$ cat config.mk
export PLATFORM = sky130hd
export DESIGN_NAME = rsds_top
export DESIGN_NICKNAME = d
export VERILOG_FILES = /design/src/rsds_top.v
export VERILOG_INCLUDE_DIRS = /design/src /design/src/src
export SDC_FILE = /design/constraint.sdc
export NUM_CORES = 1
export LEC_CHECK = 0
export BUFFER_PORTS_ARGS = -buffer_cell sky130_fd_sc_hd__buf_2
export CAP_MARGIN = 20
export CELL_PAD_IN_SITES_DETAIL_PLACEMENT = 1
export CELL_PAD_IN_SITES_GLOBAL_PLACEMENT = 2
export CORE_MARGIN = 4
export CORE_UTILIZATION = 33
export DETAILED_ROUTE_END_ITERATION = 12
export PLACE_DENSITY_LB_ADDON = 0.1
export SYNTH_ARGS = -nofsm -noshare
export SYNTH_HDL_FRONTEND = slang
export SYNTH_SLANG_ARGS = --single-unit
$ cat constraint.sdc
create_clock -name clk -period 2.5 [get_ports clk]
set_clock_uncertainty 0.2 [all_clocks]
set_input_delay 0.75 -clock clk [delete_from_list [all_inputs] [get_ports clk]]
set_output_delay 0.75 -clock clk [all_outputs]
set_load 0.01 [all_outputs]
$ cat src/rsds_defines.vh
`ifndef RSDS_DEFINES_VH
`define RSDS_DEFINES_VH

// ****************************************
// Register word indexes
// ****************************************
`define RSDS_OFS_CTRL      6'h00
`define RSDS_OFS_CAUSE     6'h01
`define RSDS_OFS_SECOND    6'h02
`define RSDS_OFS_TH_TX1    6'h03
`define RSDS_OFS_TH_RX0    6'h04

// ****************************************
// Control fields and reset values
// ****************************************
`define RSDS_CTRL_RX_LOSS_EN   0
`define RSDS_CTRL_DEM_LOSS_EN  1
`define RSDS_CTRL_AUTO_TX_POWER_CONTROL         2
`define RSDS_CTRL_AIS_DETECT   3
`define RSDS_CTRL_ADAPT_MODE   4
`define RSDS_CTRL_W            5
`define RSDS_CTRL_RESET        5'h07
`define RSDS_TH_RESET          8'h00

// ****************************************
// Synchronised input bit positions
// ****************************************
`define RSDS_IN_RX_LOSS    0
`define RSDS_IN_RX_FAIL    1
`define RSDS_IN_DEM_FAIL   2
`define RSDS_IN_DEM_LOSS   3
`define RSDS_IN_MOD_FAIL   4
`define RSDS_IN_MOD_LOSS   5
`define RSDS_IN_TX_FAIL    6
`define RSDS_IN_TX_LOSS    7
`define RSDS_IN_PLM        8
`define RSDS_IN_LOA        9
`define RSDS_IN_AIS        10
`define RSDS_IN_TIM        11
`define RSDS_IN_SSF        12
`define RSDS_IN_MON        13
`define RSDS_IN_W          14

// ****************************************
// Timing
// ****************************************
`define RSDS_CLK_MHZ         125
`define RSDS_SECOND_MS       1000
`define RSDS_SECOND_CYCLES   (`RSDS_SECOND_MS * 1000 * `RSDS_CLK_MHZ)

`endif

$ cat src/rsds_top.v
// What this block does
// - Receive signal loss defect raised on loss of receiver input signal.
// - If receive loss not distinguishable, report it as receiver failure instead.
// - Demodulation failure defect raised on internal demodulator failure.
// - Demod loss optional; folded into demod failure when not distinguishable.
// - All-ones pattern replaces received data while all-ones insertion is requested.
// - Adaptation sink requests all-ones on payload mismatch, alignment loss, all-ones.
// - Termination sink requests all-ones on all-ones, signal loss, trace mismatch, failure.
// - Insertion starts and stops within two frames of request change.
// - Trail signal fail is OR of all-ones/server fail, loss, mismatch, failure.
// - Trail signal fail goes to adaptation, trail protection and SNC protection.
// - Fault causes follow their expressions directly, never latched.
// - Sink receive loss, receiver fail, demod fail causes gated by monitoring.
// - Demod loss cause when monitoring, demod loss, and no demod failure.
// - Source modulation and transmit causes correlated and gated by monitoring.
// - Flag each second where received level fell below each threshold.
// - With power control, flag each second where transmit level exceeded threshold.
// - Modulation loss defect raised on loss of modulator input data.
// - Transmit failure defect raised on internal transmitter failure.
// - Receiver failure defect raised when no receiver yields a usable signal.
//
// Chosen here: the AHB-Lite slave port and the placing of the registers.
`timescale 1ns/1ps
`include "rsds_defines.vh"

module rsds_top #(
  parameter        NUM_RL        = 2,
  parameter        LEVEL_W       = 8,
  parameter        DATA_W        = 8,
  parameter [31:0] SECOND_CYCLES = `RSDS_SECOND_CYCLES
) (
  // Clock and reset
  input  wire                 clk,
  input  wire                 arst_n,
  // AHB-Lite slave
  input  wire                 hsel,
  input  wire [31:0]          haddr,
  input  wire [1:0]           htrans,
  input  wire                 hwrite,
  input  wire [2:0]           hsize,
  input  wire [31:0]          hwdata,
  input  wire                 hready,
  output wire                 hreadyout,
  output wire                 hresp,
  output reg  [31:0]          hrdata,
  // Raw defects from detectors
  input  wire                 rx_signal_loss_defect,
  input  wire                 receiver_fail_defect,
  input  wire                 demod_fail_defect,
  input  wire                 demod_signal_loss_defect,
  input  wire                 mod_fail_defect,
  input  wire                 mod_signal_loss_defect,
  input  wire                 tx_fail_defect,
  input  wire                 tx_signal_loss_defect,
  input  wire                 payload_mismatch_defect,
  input  wire                 alignment_loss_defect,
  input  wire                 all_ones_detect_defect,
  input  wire                 trace_mismatch_defect,
  input  wire                 server_signal_fail_action,
  input  wire                 monitoring_active,
  // Received data path
  input  wire                 frame_start,
  input  wire [DATA_W-1:0]    rx_data_in,
  output reg  [DATA_W-1:0]    rx_data_out,
  output reg                  all_ones_active,
  // Levels
  input  wire [LEVEL_W-1:0]   received_level,
  input  wire [LEVEL_W-1:0]   transmitted_level,
  // Consequent actions
  output reg                  all_ones_insert_request,
  output reg                  tsf_to_adaptation,
  output reg                  tsf_to_protection,
  output reg                  tsf_to_snc,
  // Fault causes
  output reg                  rx_signal_loss_cause,
  output reg                  receiver_fail_cause,
  output reg                  demod_signal_loss_cause,
  output reg                  demod_fail_cause,
  output reg                  mod_fail_cause,
  output reg                  mod_signal_loss_cause,
  output reg                  tx_fail_cause,
  output reg                  tx_signal_loss_cause,
  // Per-second events
  output reg  [NUM_RL-1:0]    received_level_threshold_second,
  output reg                  transmitted_level_threshold_second
);

  // ****************************************
  // Input synchroniser
  // ****************************************
  // Defect inputs are levels from other clock domains;
  // a pulse shorter than one clock may be lost here
  // Every input reaches the causes three edges after it moves
  // Same-clock inputs (frame start, data, levels) skip this stage
  wire [`RSDS_IN_W-1:0] raw_in;
  reg  [`RSDS_IN_W-1:0] sync_a;
  reg  [`RSDS_IN_W-1:0] sync_b;

  assign raw_in = {monitoring_active, server_signal_fail_action, trace_mismatch_defect,
                   all_ones_detect_defect, alignment_loss_defect, payload_mismatch_defect,
                   tx_signal_loss_defect, tx_fail_defect, mod_signal_loss_defect,
                   mod_fail_defect, demod_signal_loss_defect, demod_fail_defect,
                   receiver_fail_defect, rx_signal_loss_defect};

  always @(posedge clk or negedge arst_n) begin
    if (!arst_n) begin
      sync_a <= {`RSDS_IN_W{1'b0}};
      sync_b <= {`RSDS_IN_W{1'b0}};
    end else begin
      sync_a <= raw_in;
      sync_b <= sync_a;
    end
  end

  // ****************************************
  // Registers
  // ****************************************
  // Word map, byte address four times the index
  //   0 control, read and write:
  //     [0] receive loss told apart from receiver failure
  //     [1] demodulator loss told apart from demodulator failure
  //     [2] transmit power control present
  //     [3] trail signal fail uses all-ones detection, else server fail used
  //     [4] adaptation sink form of the all-ones request
  //   1 causes, read only: [7:0] fault causes, [8] all-ones request,
  //     [9] insertion in force, [10] trail signal fail
  //   2 seconds, read only: [NUM_RL-1:0] receive events, [16] transmit event
  //   3 transmit threshold, read and write
  //   4 and up, one receive threshold each, read and write
  // Anything else reads zero and ignores writes

  reg  [`RSDS_CTRL_W-1:0] ctrl;
  reg  [LEVEL_W-1:0]      th_tx1;
  reg  [LEVEL_W-1:0]      th_rx [0:NUM_RL-1];
  reg  [NUM_RL-1:0]       last_rx_second;
  reg                     last_tx_second;
  reg                     wr_pend;
  reg  [5:0]              wr_idx;
  reg  [31:0]             next_rdata;
  wire                    addr_phase;
  wire [5:0]              rd_idx;
  integer                 i;
  integer                 j;

  assign hreadyout  = 1'b1;
  assign hresp      = 1'b0;
  assign addr_phase = hsel & htrans[1] & hready;
  assign rd_idx     = haddr[7:2];

  // Unmapped addresses read zero and ignore writes
  always @* begin
    next_rdata = 32'h0000_0000;
    if (rd_idx == `RSDS_OFS_CTRL) begin
      next_rdata[`RSDS_CTRL_W-1:0] = ctrl;
    end else if (rd_idx == `RSDS_OFS_CAUSE) begin
      next_rdata[7:0] = {tx_signal_loss_cause, tx_fail_cause, mod_signal_loss_cause,
                         mod_fail_cause, demod_fail_cause, demod_signal_loss_cause,
                         receiver_fail_cause, rx_signal_loss_cause};
      next_rdata[8]   = all_ones_insert_request;
      next_rdata[9]   = all_ones_active;
      next_rdata[10]  = tsf_to_adaptation;
    end else if (rd_idx == `RSDS_OFS_SECOND) begin
      next_rdata[NUM_RL-1:0] = last_rx_second;
      next_rdata[16]         = last_tx_second;
    end else if (rd_idx == `RSDS_OFS_TH_TX1) begin
      next_rdata[LEVEL_W-1:0] = th_tx1;
    end else begin
      for (i = 0; i < NUM_RL; i = i + 1) begin
        if (rd_idx == `RSDS_OFS_TH_RX0 + i[5:0]) begin
          next_rdata[LEVEL_W-1:0] = th_rx[i];
        end
      end
    end
  end

  // Zero wait states: read data is caught in the address phase, so a read
  // right behind a write to the same word returns the old value
  // Writes land at the end of the data phase
  always @(posedge clk or negedge arst_n) begin
    if (!arst_n) begin
      wr_pend <= 1'b0;
      wr_idx  <= 6'h00;
      hrdata  <= 32'h0000_0000;
    end else begin
      if (hready) begin
        wr_pend <= addr_phase & hwrite;
        wr_idx  <= rd_idx;
      end
      if (addr_phase & ~hwrite) begin
        hrdata <= next_rdata;
      end
    end
  end

  // Control word and thresholds programmed by management
  always @(posedge clk or negedge arst_n) begin
    if (!arst_n) begin
      ctrl   <= `RSDS_CTRL_RESET;
      th_tx1 <= `RSDS_TH_RESET;
      for (j = 0; j < NUM_RL; j = j + 1) begin
        th_rx[j] <= `RSDS_TH_RESET;
      end
    end else if (wr_pend) begin
      if (wr_idx == `RSDS_OFS_CTRL) begin
        ctrl <= hwdata[`RSDS_CTRL_W-1:0];
      end else if (wr_idx == `RSDS_OFS_TH_TX1) begin
        th_tx1 <= hwdata[LEVEL_W-1:0];
      end else begin
        for (j = 0; j < NUM_RL; j = j + 1) begin
          if (wr_idx == `RSDS_OFS_TH_RX0 + j[5:0]) begin
            th_rx[j] <= hwdata[LEVEL_W-1:0];
          end
        end
      end
    end
  end

  // ****************************************
  // Defect shaping
  // ****************************************
  wire mon      = sync_b[`RSDS_IN_MON];
  wire rx_loss  = sync_b[`RSDS_IN_RX_LOSS] & ctrl[`RSDS_CTRL_RX_LOSS_EN];
  // Loss that cannot be told apart is counted as failure
  wire rx_fail  = sync_b[`RSDS_IN_RX_FAIL] |
                  (sync_b[`RSDS_IN_RX_LOSS] & ~ctrl[`RSDS_CTRL_RX_LOSS_EN]);
  wire dem_loss = sync_b[`RSDS_IN_DEM_LOSS] & ctrl[`RSDS_CTRL_DEM_LOSS_EN];
  wire dem_fail = sync_b[`RSDS_IN_DEM_FAIL] |
                  (sync_b[`RSDS_IN_DEM_LOSS] & ~ctrl[`RSDS_CTRL_DEM_LOSS_EN]);
  wire mod_fail = sync_b[`RSDS_IN_MOD_FAIL];
  wire mod_loss = sync_b[`RSDS_IN_MOD_LOSS];
  wire tx_fail  = sync_b[`RSDS_IN_TX_FAIL];
  wire tx_loss  = sync_b[`RSDS_IN_TX_LOSS];
  wire sig_loss = rx_loss | dem_loss;
  wire rx_f     = rx_fail | dem_fail;
  wire ais_term = ctrl[`RSDS_CTRL_AIS_DETECT] ? sync_b[`RSDS_IN_AIS] : sync_b[`RSDS_IN_SSF];
  wire tsf      = ais_term | sig_loss | sync_b[`RSDS_IN_TIM] | rx_f;
  // The request always uses all-ones detection; only the trail
  // signal fail takes the server fail term in its place
  wire req_term = sync_b[`RSDS_IN_AIS] | sig_loss | sync_b[`RSDS_IN_TIM] | rx_f;
  wire req_adap = sync_b[`RSDS_IN_PLM] | sync_b[`RSDS_IN_LOA] | sync_b[`RSDS_IN_AIS];

  // ****************************************
  // Causes and consequent actions
  // ****************************************
  // Recomputed every cycle, no hold state
  // No persistency filter: a flickering defect makes the cause flicker
  // Receiver-side causes mask the demodulator failure cause behind them
  always @(posedge clk or negedge arst_n) begin
    if (!arst_n) begin
      rx_signal_loss_cause    <= 1'b0;
      receiver_fail_cause     <= 1'b0;
      demod_signal_loss_cause <= 1'b0;
      demod_fail_cause        <= 1'b0;
      mod_fail_cause          <= 1'b0;
      mod_signal_loss_cause   <= 1'b0;
      tx_fail_cause           <= 1'b0;
      tx_signal_loss_cause    <= 1'b0;
      all_ones_insert_request <= 1'b0;
      tsf_to_adaptation       <= 1'b0;
      tsf_to_protection       <= 1'b0;
      tsf_to_snc              <= 1'b0;
    end else begin
      rx_signal_loss_cause    <= mon & rx_loss & ~rx_fail;
      receiver_fail_cause     <= mon & rx_fail;
      demod_fail_cause        <= mon & dem_fail & ~(rx_loss | rx_fail);
      demod_signal_loss_cause <= mon & dem_loss & ~dem_fail;
      mod_fail_cause          <= mon & mod_fail;
      tx_fail_cause           <= mon & tx_fail & ~mod_fail;
      mod_signal_loss_cause   <= mon & mod_loss & ~mod_fail;
      tx_signal_loss_cause    <= mon & tx_loss & ~(tx_fail | mod_fail);
      all_ones_insert_request <= ctrl[`RSDS_CTRL_ADAPT_MODE] ? req_adap : req_term;
      tsf_to_adaptation       <= tsf;
      tsf_to_protection       <= tsf;
      tsf_to_snc              <= tsf;
    end
  end

  // ****************************************
  // All-ones insertion
  // ****************************************
  // Switching only at frame start keeps frames whole; worst case one frame late
  // Insertion lags the request by at most one frame plus one clock
  // Data output is registered, so it trails rx_data_in by one clock
  always @(posedge clk or negedge arst_n) begin
    if (!arst_n) begin
      all_ones_active <= 1'b0;
      rx_data_out     <= {DATA_W{1'b0}};
    end else begin
      if (frame_start) begin
        all_ones_active <= all_ones_insert_request;
      end
      rx_data_out <= all_ones_active ? {DATA_W{1'b1}} : rx_data_in;
    end
  end

  // ****************************************
  // Second windows
  // ****************************************
  reg  [31:0]       sec_cnt;
  reg  [NUM_RL-1:0] rx_seen;
  reg               tx_seen;
  wire              sec_tick = (sec_cnt == SECOND_CYCLES - 32'h1);
  wire [NUM_RL-1:0] rx_below;
  wire              tx_above = ctrl[`RSDS_CTRL_AUTO_TX_POWER_CONTROL] & (transmitted_level > th_tx1);

  genvar g;
  generate
    for (g = 0; g < NUM_RL; g = g + 1) begin : g_rx
      assign rx_below[g] = (received_level < th_rx[g]);
    end
  endgenerate

  // Windows run free from reset release and are not tied to any
  // wall-clock second; the register keeps the last finished window
  // until the next one ends, the pulse outputs last one clock
  // A violation in the tick cycle still counts toward the ending window
  always @(posedge clk or negedge arst_n) begin
    if (!arst_n) begin
      sec_cnt                            <= 32'h0000_0000;
      rx_seen                            <= {NUM_RL{1'b0}};
      tx_seen                            <= 1'b0;
      received_level_threshold_second    <= {NUM_RL{1'b0}};
      transmitted_level_threshold_second <= 1'b0;
      last_rx_second                     <= {NUM_RL{1'b0}};
      last_tx_second                     <= 1'b0;
    end else begin
      sec_cnt <= sec_tick ? 32'h0000_0000 : sec_cnt + 32'h1;
      if (sec_tick) begin
        rx_seen                            <= {NUM_RL{1'b0}};
        tx_seen                            <= 1'b0;
        received_level_threshold_second    <= rx_seen | rx_below;
        transmitted_level_threshold_second <= tx_seen | tx_above;
        last_rx_second                     <= rx_seen | rx_below;
        last_tx_second                     <= tx_seen | tx_above;
      end else begin
        rx_seen                            <= rx_seen | rx_below;
        tx_seen                            <= tx_seen | tx_above;
        received_level_threshold_second    <= {NUM_RL{1'b0}};
        transmitted_level_threshold_second <= 1'b0;
      end
    end
  end

endmodule

# After elaboration in Yosys (flattened, before gate mapping)
# Cells that the tools add are included.
# word_totals
reg_bits	136
out_inout_bits	58
# op_classes
addsub	1
order_cmp	3
n_eq_ne	9
mux	20
n_bitwise	49
n_reduce_logical	6
# ops
op	count
$mux W8	5
$add A32 B1 Y32 const B	1
$eq A32 B27 Y1 const B	1
$mux W32	1
$eq A6 B3 Y1 const B	4
$and A1 B1 Y1	23
$eq A6 B2 Y1 const B	3
$lt A8 B8 Y1	2
$or A1 B1 Y1	15
$logic_not A6 Y1	2
$mux W6	2
$not A1 Y1	10
$gt A8 B8 Y1	1
$reduce_and A4 Y1	2
$mux W1	7
$eq A6 B1 Y1 const B	1
$mux W2	3
$mux W5	1
$mux W3	1
$reduce_and A3 Y1	1
$or A2 B2 Y2	1
$reduce_and A2 Y1	1

# Logic depth before layout (Yosys ltp)
# Gate-level depths: netlist of the first run.
# logic_depth
depth_word	7
depth_mapped	7

# Least setup slack after synthesis of the first run
# No wires, ideal clock.
# synth_timing
path_kind	input port to flip-flop
from	input haddr[5]
to	register hrdata[0]
setup_time_ns	0.065
arrival_time_ns	1.948
t_required_ns	2.235
setup_slack_ns	0.288
path_stages	5
n_path_buf	0
path_cell_list	or3_1 -> nor3_2 -> a22oi_1 -> o211ai_1 -> o21a_1
# synth_via
elab_chain_len	7
elab_cells_between_ends	12
classes_between	5 x eq/ne; 6 x mux; 1 x reduce/logical
# synth_rtl
item	line	source
from (decl)	rsds_top.v:37	input wire [31:0] haddr,
$eq A6 B3 Y1	rsds_top.v:169	if (rd_idx == `RSDS_OFS_TH_RX0 + i[5:0]) begin
$mux W8 (2 in a row)	rsds_top.v:169	
$mux W8	rsds_top.v:165	end else if (rd_idx == `RSDS_OFS_TH_TX1) begin
$mux W2	rsds_top.v:162	end else if (rd_idx == `RSDS_OFS_SECOND) begin
$mux W8	rsds_top.v:155	end else if (rd_idx == `RSDS_OFS_CAUSE) begin
$mux W5 (*)	rsds_top.v:153	if (rd_idx == `RSDS_OFS_CTRL) begin
to (signal assigned)	rsds_top.v:190	hrdata <= next_rdata;
to (decl)	rsds_top.v:45	output reg [31:0] hrdata,
# Every way passes the cells marked *; elsewhere a longest branch is shown, timed or not.
# A chain may end at the register's enable or synchronous reset.

# Worst setup path in the final report of the first run
# layout_timing
from	register wr_idx[2]
to	register ctrl[3]
# layout_via
elab_chain_len	2
# layout_rtl
item	line	source
from (decl)	rsds_top.v:138	reg [5:0] wr_idx;
from (signal assigned)	rsds_top.v:187	wr_idx <= rd_idx;
$logic_not A6 Y1 (no source line)	n/a	
$reduce_and A2 Y1 (no source line)	n/a	
to (signal assigned)	rsds_top.v:198	ctrl <= `RSDS_CTRL_RESET;
to (signal assigned)	rsds_top.v:205	ctrl <= hwdata[`RSDS_CTRL_W-1:0];
to (decl)	rsds_top.v:132	reg [`RSDS_CTRL_W-1:0] ctrl;
# Every way passes these cells.

==> results.md, run 1 <==
* Final setup violating endpoints at 0
* Die X at 144 um
* Crit path time final at 2280 ps
* Mean Syn Cell Area at 11.5 um^2
* Crit Path Class: reg -> reg
* Seq/Total Area, Yosys at 56.1%
* WL final at 15,600 um
* Vias at 4,312
* Flops & latches, synth at 136
* Tcrit/Tclk final at 91.1%
* Largest net degree at the start of global routing at 61
* Synth Area in Compound Gates at 9.24%
* Rel. slew slack at 62.3%
* Die H at 144 um
* Setup bufs post-CTS at 0
* DRT antenna net count at 0
* Latest clock arrival within the worst-skew pair at 420 ps
* VDD IR max at 438 uV
* IO Port Bufs at 94
* Setup TNS at 0 ps
* Max cap viols at 0
* Sequential Power Share at 44.9%
* 1st-iter DRT viols at 205
* FMAX at 439 MHz
* P_int at 4070 uW
* Power Density at 731 nW/um^2
* Synthesized cell area at 6080 um^2
* Post-synth EDFFs at 0
* Vias in the first global route at 4,577
* Yosys warning count at 0
* Worst-path clk slew at 70 ps
* Mux contribution to synthesized area at 4.53%
* CTS Buffer Depth at 2
* Synth Area in XOR/XNOR at 4.18%
* Hold Crit Class: reg -> reg
* Layout area overhead at 22.6%
* Inst Count DP at 856
* Count of clock tree sinks at 136
* Nature of the critical path endpoint: flop
* Hpwl dp at 11,900 um
* Row count at 49
* GP Congestion at 0.848
* Hold_ws at 141 ps
* H-tree levels at 4
* Starting Density at 33.7%
* P_sw at 1370 uW
* CP Launch Type: flop
* Final net count at 783
* First-pass GRT wire length at 24,900 um
* Synth Area in Simple Gates at 15.3%
* Worst slew pin tran at 566 ps
* Asr flop ratio synth at 100%
* Final cell count without fillers at 889
* Drt first pass iters at 5
* Post-Synthesis Cells at 530
* DR WL/cell at 17.5 um
* Crit path required time at 2600 ps
* Remaining Overflow, GRT at 0
* Slew Limit Fails at 0
* Leakage power at 0.00358 uW
* Io pins at 171
* Fraction of layout cells with a size suffix above 1 at 27.7%
* Comb pwr share at 9.2%
* Top_reg_cell synth: dfrtp_1
* RSZ-0062 raised after global routing: no
* Post-Synth Adder-Cell Area at 4.73%
* Total track usage at 15.7%
* TritonCTS Buffers at 17
* Status: finished clean
* Initial antenna violation count at 0
* Switching Share at 25.2%
* Largest family of logic cells by synthesized area: simple AND/OR/NAND/NOR gates
* Distinct cells, synth at 57
* ANT cells at 0
* Number of hold violations in the final report at 0
* Die area at 20,700 um^2
* Core ar. at 18,000 um^2
* Root Buffer: clkbuf_16
* Clk pwr share at 45.9%
* CTS tree: built
* Crit path max fanout at 5
* Avg Vias per Cell at 4.85
* DRC at 0
* Crit path arrival time at 2380 ps
==> layout make-up <==
class,instances,area (um^2)
fillers,2009,10600
flip-flops and latches,136,3410
multi-input cells,347,2390
repair buffers,115,662
clock buffers,19,443
well taps,229,287
clock inverters,13,148
inverters,30,113
==> state kept, by name, summed over array words and instances (netlist names), 2 cells and up <==
signal                           flops
sec_cnt                             32
wr_idx                               6
hrdata                              12
last_rx_second                       2
th_rx                               16
received_level_threshold_second      2
rx_seen                              2
rx_data_out                          8
ctrl                                 5
sync_a                              14
sync_b                              14
th_tx1                               8
==> synthesized netlist by cell type, drive strengths merged (2+ instances only) <==
master / n / area, um^2
dfrtp: 133 / 3330
a2111oi: 2 / 17.5
o2111ai: 2 / 17.5
o2bb2ai: 2 / 17.5
and4b: 3 / 30.0
nand4: 14 / 87.6
and3b: 2 / 17.5
a22o: 7 / 61.3
mux2: 21 / 255
o21a: 2 / 15.0
or3: 4 / 25.0
and3: 8 / 50.1
conb: 2 / 7.51
dfstp: 3 / 78.8
nor2b: 7 / 43.8
nor4: 6 / 67.6
nand3: 15 / 75.1
and2: 6 / 37.5
o21ai: 29 / 145
nor4b: 3 / 26.3
ha: 23 / 288
inv: 30 / 113
and4: 3 / 26.3
xor2: 14 / 123
clkbuf: 8 / 30.0
a221oi: 7 / 61.3
mux2i: 2 / 20.0
a22oi: 8 / 60.1
xnor2: 15 / 131
buf: 29 / 214
nor3: 9 / 55.1
or4: 2 / 15.0
a21o: 7 / 52.6
or2: 10 / 62.6
o211ai: 2 / 15.0
nand2: 35 / 131
a21oi: 8 / 40.0
nand2b: 2 / 12.5
nor2: 33 / 124
==> critical path, cell delays in order (launching register included) <==
cell,delay (ps)
dfrtp_1,390
or4_1,550
or4_1,650
mux2_4,370
==> logic make-up (layout without fill, tap and decap cells) <==
kind of cell,after synthesis,in the layout
AO/OA/AOI/OAI,83,83
buffers and inverters,67,177
XOR/XNOR,29,29
other,2,22
AND/OR/NAND/NOR,167,167
adder cells (fa/ha/maj),23,23
flip-flops,136,136
multiplexers,23,23
==> path summary, 6_finish.rpt <==
| kind | startpoint | end | slack (ps) | depth (start not counted) |
|---|---|---|---|---|
| worst min register to register | sync_a[5] | sync_b[5] | 140 | 0 |
| worst max-delay path | wr_idx[2] | ctrl[3] | 220 | 3 |
| min in group asynchronous | arst_n | th_tx1[5] | 560 | 2 |
| worst max register to register | wr_idx[2] | ctrl[3] | 220 | 3 |
| worst min-delay path | sync_a[5] | sync_b[5] | 140 | 0 |
| max in group asynchronous | arst_n | ctrl[0] | 870 | 3 |
==> what timing repair did <==
item,4_1_cts,5_1_grt
gates resized for setup,0,1
hold endpoints to repair,24,0
endpoints found under the setup margin,0,1
hold buffers,1,0
==> metal layers <==
| metal | GRT usage, % | vias to the layer above | share of wire (%) |
|---|---|---|---|
| met1 | 20.6 | 2171 | 44 |
| met2 | 26.1 | 74 | 50 |
| met3 | 3.56 | 16 | 3.7 |
| met4 | 4.86 | 0 | 1.5 |
| met5 | 0 | - | 0 |
| li1 | - | 2051 | - |
==> power groups by stage <==
stage	combinational (uW)	sequential, uW	clock (uW)
2_1_floorplan	294	2460	0
3_3_place_gp	495	2480	0
3_5_place_dp	510	2480	0
4_1_cts	514	2440	2580
5_1_grt	573	2460	2690
6_report	503	2440	2500
==> cells in the final DEF (no fill, tap or decap), types with 8 or more instances in the layout <==
master	instances
dfrtp_1	133
buf_2	93
nand2_1	35
nor2_1	33
inv_1	30
o21ai_0	29
ha_1	23
conb_1	22
buf_4	18
clkbuf_16	17
mux2_2	16
nand3_1	15
xnor2_1	15
nand4_1	14
xor2_1	14
or2_2	9
a21oi_1	8
and3_1	8
a22oi_1	8
==> per-stage QoR <==
stage	setup slack [ps]	instance area, um^2	utilization, %	total power (uW)
after floorplan	288	6150	-	2750
after global placement	40.0	6850	38.0	2970
after detailed placement	41.1	6850	38.0	2990
after CTS	168	7450	41.3	5540
after global routing	65.9	7450	41.4	5730
final	222	7450	41.4	5450
Power figures use the tool's default switching activity.
==> run 2: changes to the inputs <==
--- a/config.mk
+++ b/config.mk
@@ -8,12 +8,10 @@
 export LEC_CHECK = 0
 export BUFFER_PORTS_ARGS = -buffer_cell sky130_fd_sc_hd__buf_2
 export CAP_MARGIN = 20
-export CELL_PAD_IN_SITES_DETAIL_PLACEMENT = 1
-export CELL_PAD_IN_SITES_GLOBAL_PLACEMENT = 2
 export CORE_MARGIN = 4
-export CORE_UTILIZATION = 33
+export CORE_UTILIZATION = 55
 export DETAILED_ROUTE_END_ITERATION = 12
-export PLACE_DENSITY_LB_ADDON = 0.1
+export PLACE_DENSITY = 0.84
 export SYNTH_ARGS = -nofsm -noshare
 export SYNTH_HDL_FRONTEND = slang
 export SYNTH_SLANG_ARGS = --single-unit
==> constraint.sdc (replaced) <==
create_clock -name clk -period 2.9 [get_ports clk]
set_clock_uncertainty 0.2 [all_clocks]
set_input_delay 0.29 -clock clk [delete_from_list [all_inputs] [get_ports clk]]
set_output_delay 0.29 -clock clk [all_outputs]
set_load 0.01 [all_outputs]
==> results.md, run 2 (same netlist as run 1, synthesis figures left out) <==
* Status: finished clean (unchanged)
* Critical Path Max Stage Delay at 580 ps (was 650 ps)
* Vias at 4,571 (was 4,312)
* Worst slew pin tran at 744 ps (was 566 ps)
* Worst r2r src: sec_cnt[0] (was wr_idx[2])
* Number of hold violations in the final report at 0 (unchanged)
* Latest clock arrival within the worst-skew pair at 530 ps (was 420 ps)
* Max reg flops at 32 (unchanged)
* Root Buffer: clkbuf_8 (was clkbuf_16)
* Max cap viols at 0 (unchanged)
* Comb pwr share at 10.3% (was 9.2%)
* Die H at 113 um (was 144 um)
* WL final at 14,400 um (was 15,600 um)
* Layout area overhead at 25.9% (was 22.6%)
* CTS tree: built (unchanged)
* Starting Density at 56.1% (was 33.7%)
* 1st-iter DRT viols at 325 (was 205)
* GP Congestion at 0.907 (was 0.848)
* Commonest non-fill, non-tap cell in the layout: dfrtp_1 (unchanged)
* IO Port Bufs at 94 (unchanged)
* Worst-path clk slew at 70 ps (about the same)
* Crit. Startpoint: sec_cnt[0] (was wr_idx[2])
* Leakage power at 0.00370 uW (was 0.00358 uW)
* Setup TNS at 0 ps (unchanged)
* DR WL/cell at 17.3 um (was 17.5 um)
* Avg Vias per Cell at 5.51 (was 4.85)
* Io pins at 171 (unchanged)
* Sequential Power Share at 44.9% (about the same)
* Final net count at 813 (was 783)
* Die X at 113 um (was 144 um)
* VDD IR max at 360 uV (was 438 uV)
* Largest registers: sec_cnt: 32 flops, th_rx: 16 flops (unchanged)
* CTS resizes at 0 (unchanged)
* Reg2reg path depth at 6 (was 3)
* Final worst slack at 554 ps (was 222 ps)
* P_int at 3440 uW (was 4070 uW)
* Crit path arrival time at 2520 ps (was 2380 ps)
* TritonCTS Buffers at 17 (unchanged)
* Hold Crit Class: in -> async (was reg -> reg)
* Fraction of layout cells with a size suffix above 1 at 24.3% (was 27.7%)
* Inst Count DP at 752 (was 856)
* Initial antenna violation count at 0 (unchanged)
* Reg with most FFs: sec_cnt (unchanged)
* Count of clock tree sinks at 136 (unchanged)
* Setup slack after placement at 594 ps (was 41.1 ps)
* Power Density at 613 nW/um^2 (was 731 nW/um^2)
* Hpwl dp at 9750 um (was 11,900 um)
* Rel. slew slack at 49.9% (was 62.3%)
* Crit path time final at 2350 ps (was 2280 ps)
* CTS Buffer Depth at 2 (unchanged)
* Final setup violating endpoints at 0 (unchanged)
* Row count at 38 (was 49)
* Crit Path Class: reg -> reg (unchanged)
* P_sw at 1250 uW (was 1370 uW)
* Total track usage at 23.9% (was 15.7%)
* DRC at 0 (unchanged)
* First-pass GRT wire length at 23,900 um (was 24,900 um)
* Crit path required time at 3080 ps (was 2600 ps)
* Crit Reg-Reg Endpoint: last_rx_second[1] (was ctrl[3])
* Vias in the first global route at 4,913 (was 4,577)
* Crit-path slowest cell: or3_1 (was or4_1)
* Final cell count without fillers at 830 (was 889)
* H-tree levels at 4 (unchanged)
* DRT antenna net count at 0 (unchanged)
* Core ar. at 10,800 um^2 (was 18,000 um^2)
* Crit path max fanout at 10 (was 5)
* Switching Share at 26.6% (was 25.2%)
* Largest net degree at the start of global routing at 69 (was 61)
* FMAX at 426 MHz (was 439 MHz)
* ANT cells at 0 (unchanged)
* Setup slack, reg-to-reg at 550 ps (was 220 ps)
* Drt first pass iters at 5 (unchanged)
* Tcrit/Tclk final at 80.9% (was 91.1%)
* Clk pwr share at 44.9% (was 45.9%)
* Remaining Overflow, GRT at 0 (unchanged)
* Slew Limit Fails at 0 (unchanged)
* Hold_ws at 10.6 ps (was 141 ps)
* Commonest cells after routing, fill and taps aside: 133 x dfrtp_1, 93 x buf_2, 46 x dlygate4sd3_1 (was 133 x dfrtp_1, 93 x buf_2, 35 x nand2_1)
* Nature of the critical path endpoint: flop (unchanged)
* Die area at 12,800 um^2 (was 20,700 um^2)
* Worst path cell trace: ha_1 -> nand3_1 -> or2_1 -> or3_1 -> nand2_1 -> o21ai_0 (was or4_1 -> or4_1 -> mux2_4)
* RSZ-0062 raised after global routing: no (unchanged)
* CP Launch Type: flop (unchanged)
==> run 2: cell types whose count changed in the layout (fill, tap and decap cells not counted), sizes merged, moves of 2 or more <==
| cell | delta |
|---|---|
| buf | -15 |
| clkbuf | -2 |
| clkinv | -2 |
| clkinvlp | -4 |
| dlygate4sd3 | +45 |
| inv | +9 |
==> run 2: power groups by stage <==
stage	logic [uW]	registers (uW)	clock network, uW
after floorplan	253	2120	0
after global placement	396	2130	0
after detailed placement	420	2130	0
after CTS	478	2100	2140
after global routing	542	2120	2230
final	482	2100	2110
==> run 2: worst max-delay path by stage <==
stage,end,slack [ps],depth (start not counted)
2_1_floorplan,last_tx_second,840,6
3_3_place_gp,last_tx_second,660,5
3_5_place_dp,sec_cnt[26],590,6
4_1_cts,last_rx_second[1],540,6
5_1_grt,last_rx_second[1],420,6
6_report,last_rx_second[1],550,6
==> run 2: area by class of cell <==
type,instances,area [um^2]
timing repair buffer,145,983
sequential,136,3410
clock inverter,15,173
inverter,30,113
multi-input combinational,347,2390
tap,140,175
fill,705,3190
clock buffer,17,414
==> run 2: through the flow <==
step	instance area (um^2)	utilization, %	power (uW)
global placement	6610	61.0	2520
detailed placement	6610	61.0	2550
global route	7650	70.6	4890
CTS	7650	70.6	4710
finish	7650	70.6	4690
floorplan	6150	-	2370
==> run 2: metal layers <==
metal  up-vias  GRT usage [%]  wire, um
li1       2113              -         -
met1      2229           28.9      5540
met2       193           40.4      7460
met3        36           5.13       907
met4         0           12.1       446
met5         -              0         0
==> run 2: critical path: cells and delay by family (launching register included) <==
family	cells	cell delay (ps)
adder cells (fa/ha/maj)	1	210
flip-flops	1	410
AO/OA/AOI/OAI	1	100
AND/OR/NAND/NOR	4	1280
==> run 2: timing repair <==
item	4_1_cts	5_1_grt
endpoints found under the hold margin	195	0
buffers inserted	0	0
hold buffers	46	0
==> run 3: changes to the inputs <==
--- a/config.mk
+++ b/config.mk
@@ -9,9 +9,9 @@
 export BUFFER_PORTS_ARGS = -buffer_cell sky130_fd_sc_hd__buf_2
 export CAP_MARGIN = 20
 export CORE_MARGIN = 4
-export CORE_UTILIZATION = 55
+export CORE_UTILIZATION = 52
 export DETAILED_ROUTE_END_ITERATION = 12
-export PLACE_DENSITY = 0.84
+export PLACE_DENSITY = 0.8
 export SYNTH_ARGS = -nofsm -noshare
 export SYNTH_HDL_FRONTEND = slang
 export SYNTH_SLANG_ARGS = --single-unit
==> constraint.sdc (replaced) <==
create_clock -name clk -period 2.3 [get_ports clk]
set_clock_uncertainty 0.2 [all_clocks]
set_input_delay 0.23 -clock clk [delete_from_list [all_inputs] [get_ports clk]]
set_output_delay 0.23 -clock clk [all_outputs]
set_load 0.01 [all_outputs]
==> results.md, run 3 (same netlist as run 1, synthesis figures left out) <==
* Clk pwr share at 45.5% (was 44.9%)
* Status: finished clean (unchanged)
* Worst-path clk slew at 60 ps (was 70 ps)
* Hold depth at 2
* Rel. slew slack at 60.3% (was 49.9%)
* Setup slack, reg-to-reg at 180 ps (was 550 ps)
* Latest clock arrival within the worst-skew pair at 420 ps (was 530 ps)
* CP Launch Type: primary input (was flop)
* Reg2reg path depth at 3 (was 6)
* Final setup violating endpoints at 0 (unchanged)
* CTS tree: built (unchanged)
* Die H at 116 um (was 113 um)
* Die area at 13,500 um^2 (was 12,800 um^2)
* Setup bufs post-CTS at 0 (unchanged)
* Commonest cells after routing, fill and taps aside: 133 x dfrtp_1, 93 x buf_2, 40 x dlygate4sd3_1 (was 133 x dfrtp_1, 93 x buf_2, 46 x dlygate4sd3_1)
* Die X at 116 um (was 113 um)
* GP Congestion at 0.915 (was 0.907)
* Largest registers: sec_cnt: 32 flops, th_rx: 16 flops (unchanged)
* Remaining Overflow, GRT at 0 (unchanged)
* Total track usage at 23.1% (was 23.9%)
* Power Density at 777 nW/um^2 (was 613 nW/um^2)
* Crit path required time at 2420 ps (was 3080 ps)
* IO Port Bufs at 94 (unchanged)
* Worst Hold Endpoint: wr_idx[0]
* Crit Path Class: in -> reg (was reg -> reg)
* VDD IR max at 788 uV (was 360 uV)
* Row count at 39 (was 38)
* Initial antenna violation count at 1 (was 0)
* RSZ-0062 raised after global routing: no (unchanged)
* CTS Buffer Depth at 2 (unchanged)
* Hpwl dp at 10,000 um (was 9750 um)
* Tcrit/Tclk final at 97.6%
* Nature of the critical path endpoint: flop (unchanged)
* Largest net degree at the start of global routing at 59 (was 69)
* Worst slew pin tran at 596 ps (was 744 ps)
* Layout area overhead at 26.5% (was 25.9%)
* Commonest non-fill, non-tap cell in the layout: dfrtp_1 (unchanged)
* Crit path arrival time at 2370 ps (was 2520 ps)
* P_sw at 1530 uW (was 1250 uW)
* Drt first pass iters at 5 (unchanged)
* Vias in the first global route at 4,802 (was 4,913)
* H-tree levels at 4 (unchanged)
* FMAX at 446 MHz
* DRT antenna net count at 0 (unchanged)
* Io pins at 171 (unchanged)
* Inst Count DP at 765 (was 752)
* Starting Density at 53.2% (was 56.1%)
* WL final at 14,800 um (was 14,400 um)
* Core ar. at 11,400 um^2 (was 10,800 um^2)
* Crit path max fanout at 6 (was 10)
* 1st-iter DRT viols at 371 (was 325)
* TritonCTS Buffers at 17 (unchanged)
* Reg with most FFs: sec_cnt (unchanged)
* Final net count at 817 (was 813)
* Setup TNS at 0 ps (unchanged)
* Hold Crit Class: in -> reg (was in -> async)
* DRC at 0 (unchanged)
* Number of hold violations in the final report at 0 (unchanged)
* DR WL/cell at 17.6 um (was 17.3 um)
* Max reg flops at 32 (unchanged)
* Crit Reg-Reg Endpoint: ctrl[4] (was last_rx_second[1])
* P_int at 4450 uW (was 3440 uW)
* Comb pwr share at 10.0% (was 10.3%)
* Slew Limit Fails at 0 (unchanged)
* Sequential Power Share at 44.5% (was 44.9%)
* Vias at 4,648 (was 4,571)
* Leakage power at 0.00371 uW (was 0.00370 uW)
* Final cell count without fillers at 838 (was 830)
* Crit path time final at 2240 ps
* Switching Share at 25.5% (was 26.6%)
* Count of clock tree sinks at 136 (unchanged)
* Avg Vias per Cell at 5.55 (was 5.51)
* First-pass GRT wire length at 23,700 um (was 23,900 um)
* Hold Crit Start: hready
* Worst r2r src: wr_idx[2] (was sec_cnt[0])
* Max cap viols at 0 (unchanged)
* Root Buffer: clkbuf_16 (was clkbuf_8)
* Fraction of layout cells with a size suffix above 1 at 25.9% (was 24.3%)
-- run 3: cell types whose count changed in the layout (fill, tap and decap cells not counted), moves of 2 or more --
cell	previous run	this run
dlygate4sd3_1	46	40
buf_4	5	15
clkinvlp_4	0	5
inv_6	7	5
inv_8	5	1
-- run 3: routing by layer --
metal,wire (um),up-vias,track usage (%)
met5,0,-,0
met1,5730,2284,27.7
met3,954,38,6.37
met4,482,0,9.51
li1,-,2116,-
met2,7580,210,39.4
-- run 3: area by class of cell --
class | instances | area (um^2)
Multi-Input combinational cell | 347 | 2400
Timing Repair Buffer | 149 | 998
Sequential cell | 136 | 3410
Inverter | 30 | 113
Fill cell | 792 | 3730
Clock inverter | 15 | 166
Clock buffer | 17 | 425
Antenna cell | 1 | 2.50
Tap cell | 143 | 179
-- run 3: stage by stage --
| stage | power [uW] | utilization [%] | worst slack [ps] | cell area, um^2 | hold slack [ps] |
|---|---|---|---|---|---|
| floorplan | 2990 | - | 244 | 6150 | -266 |
| global placement | 3190 | 58.6 | 93.5 | 6690 | 55.9 |
| detailed placement | 3230 | 58.6 | 74.5 | 6690 | 65.2 |
| CTS | 5990 | 67.2 | 28.6 | 7680 | 14.9 |
| global route | 6210 | 67.3 | 2.98 | 7690 | 29.1 |
| finish | 5970 | 67.3 | 56.3 | 7690 | 34.2 |
-- run 3: how the worst max path moves through the flow --
stage,startpoint,end,slack (ps),cells after the start
final,haddr[5],hrdata[6],60,7
after global routing,haddr[5],hrdata[6],3,7
after CTS,wr_idx[2],ctrl[4],30,3
after detailed placement,wr_idx[2],ctrl[4],70,3
after global placement,wr_idx[2],ctrl[3],90,3
after floorplan,sec_cnt[0],last_tx_second,240,6
-- run 3: power by group through the flow --
stage | sequential, uW | combinational, uW | clock [uW]
6_report | 2660 | 598 | 2720
5_1_grt | 2670 | 673 | 2860
4_1_cts | 2650 | 597 | 2740
3_5_place_dp | 2690 | 538 | 0
3_3_place_gp | 2680 | 506 | 0
2_1_floorplan | 2670 | 319 | 0
-- run 3: what timing repair did --
item,in CTS,in global routing
hold endpoints to repair,100,0
gates resized for setup,0,2
endpoints found under the setup margin,0,3
hold buffers,40,0
-- run 3: worst max-delay path, stage by stage --
cell           delay (ps)
dlygate4sd3_1         530
buf_2                 130
or3_1                 470
or3_1                 370
nor2_1                370
a22oi_1               130
o21ai_0               130
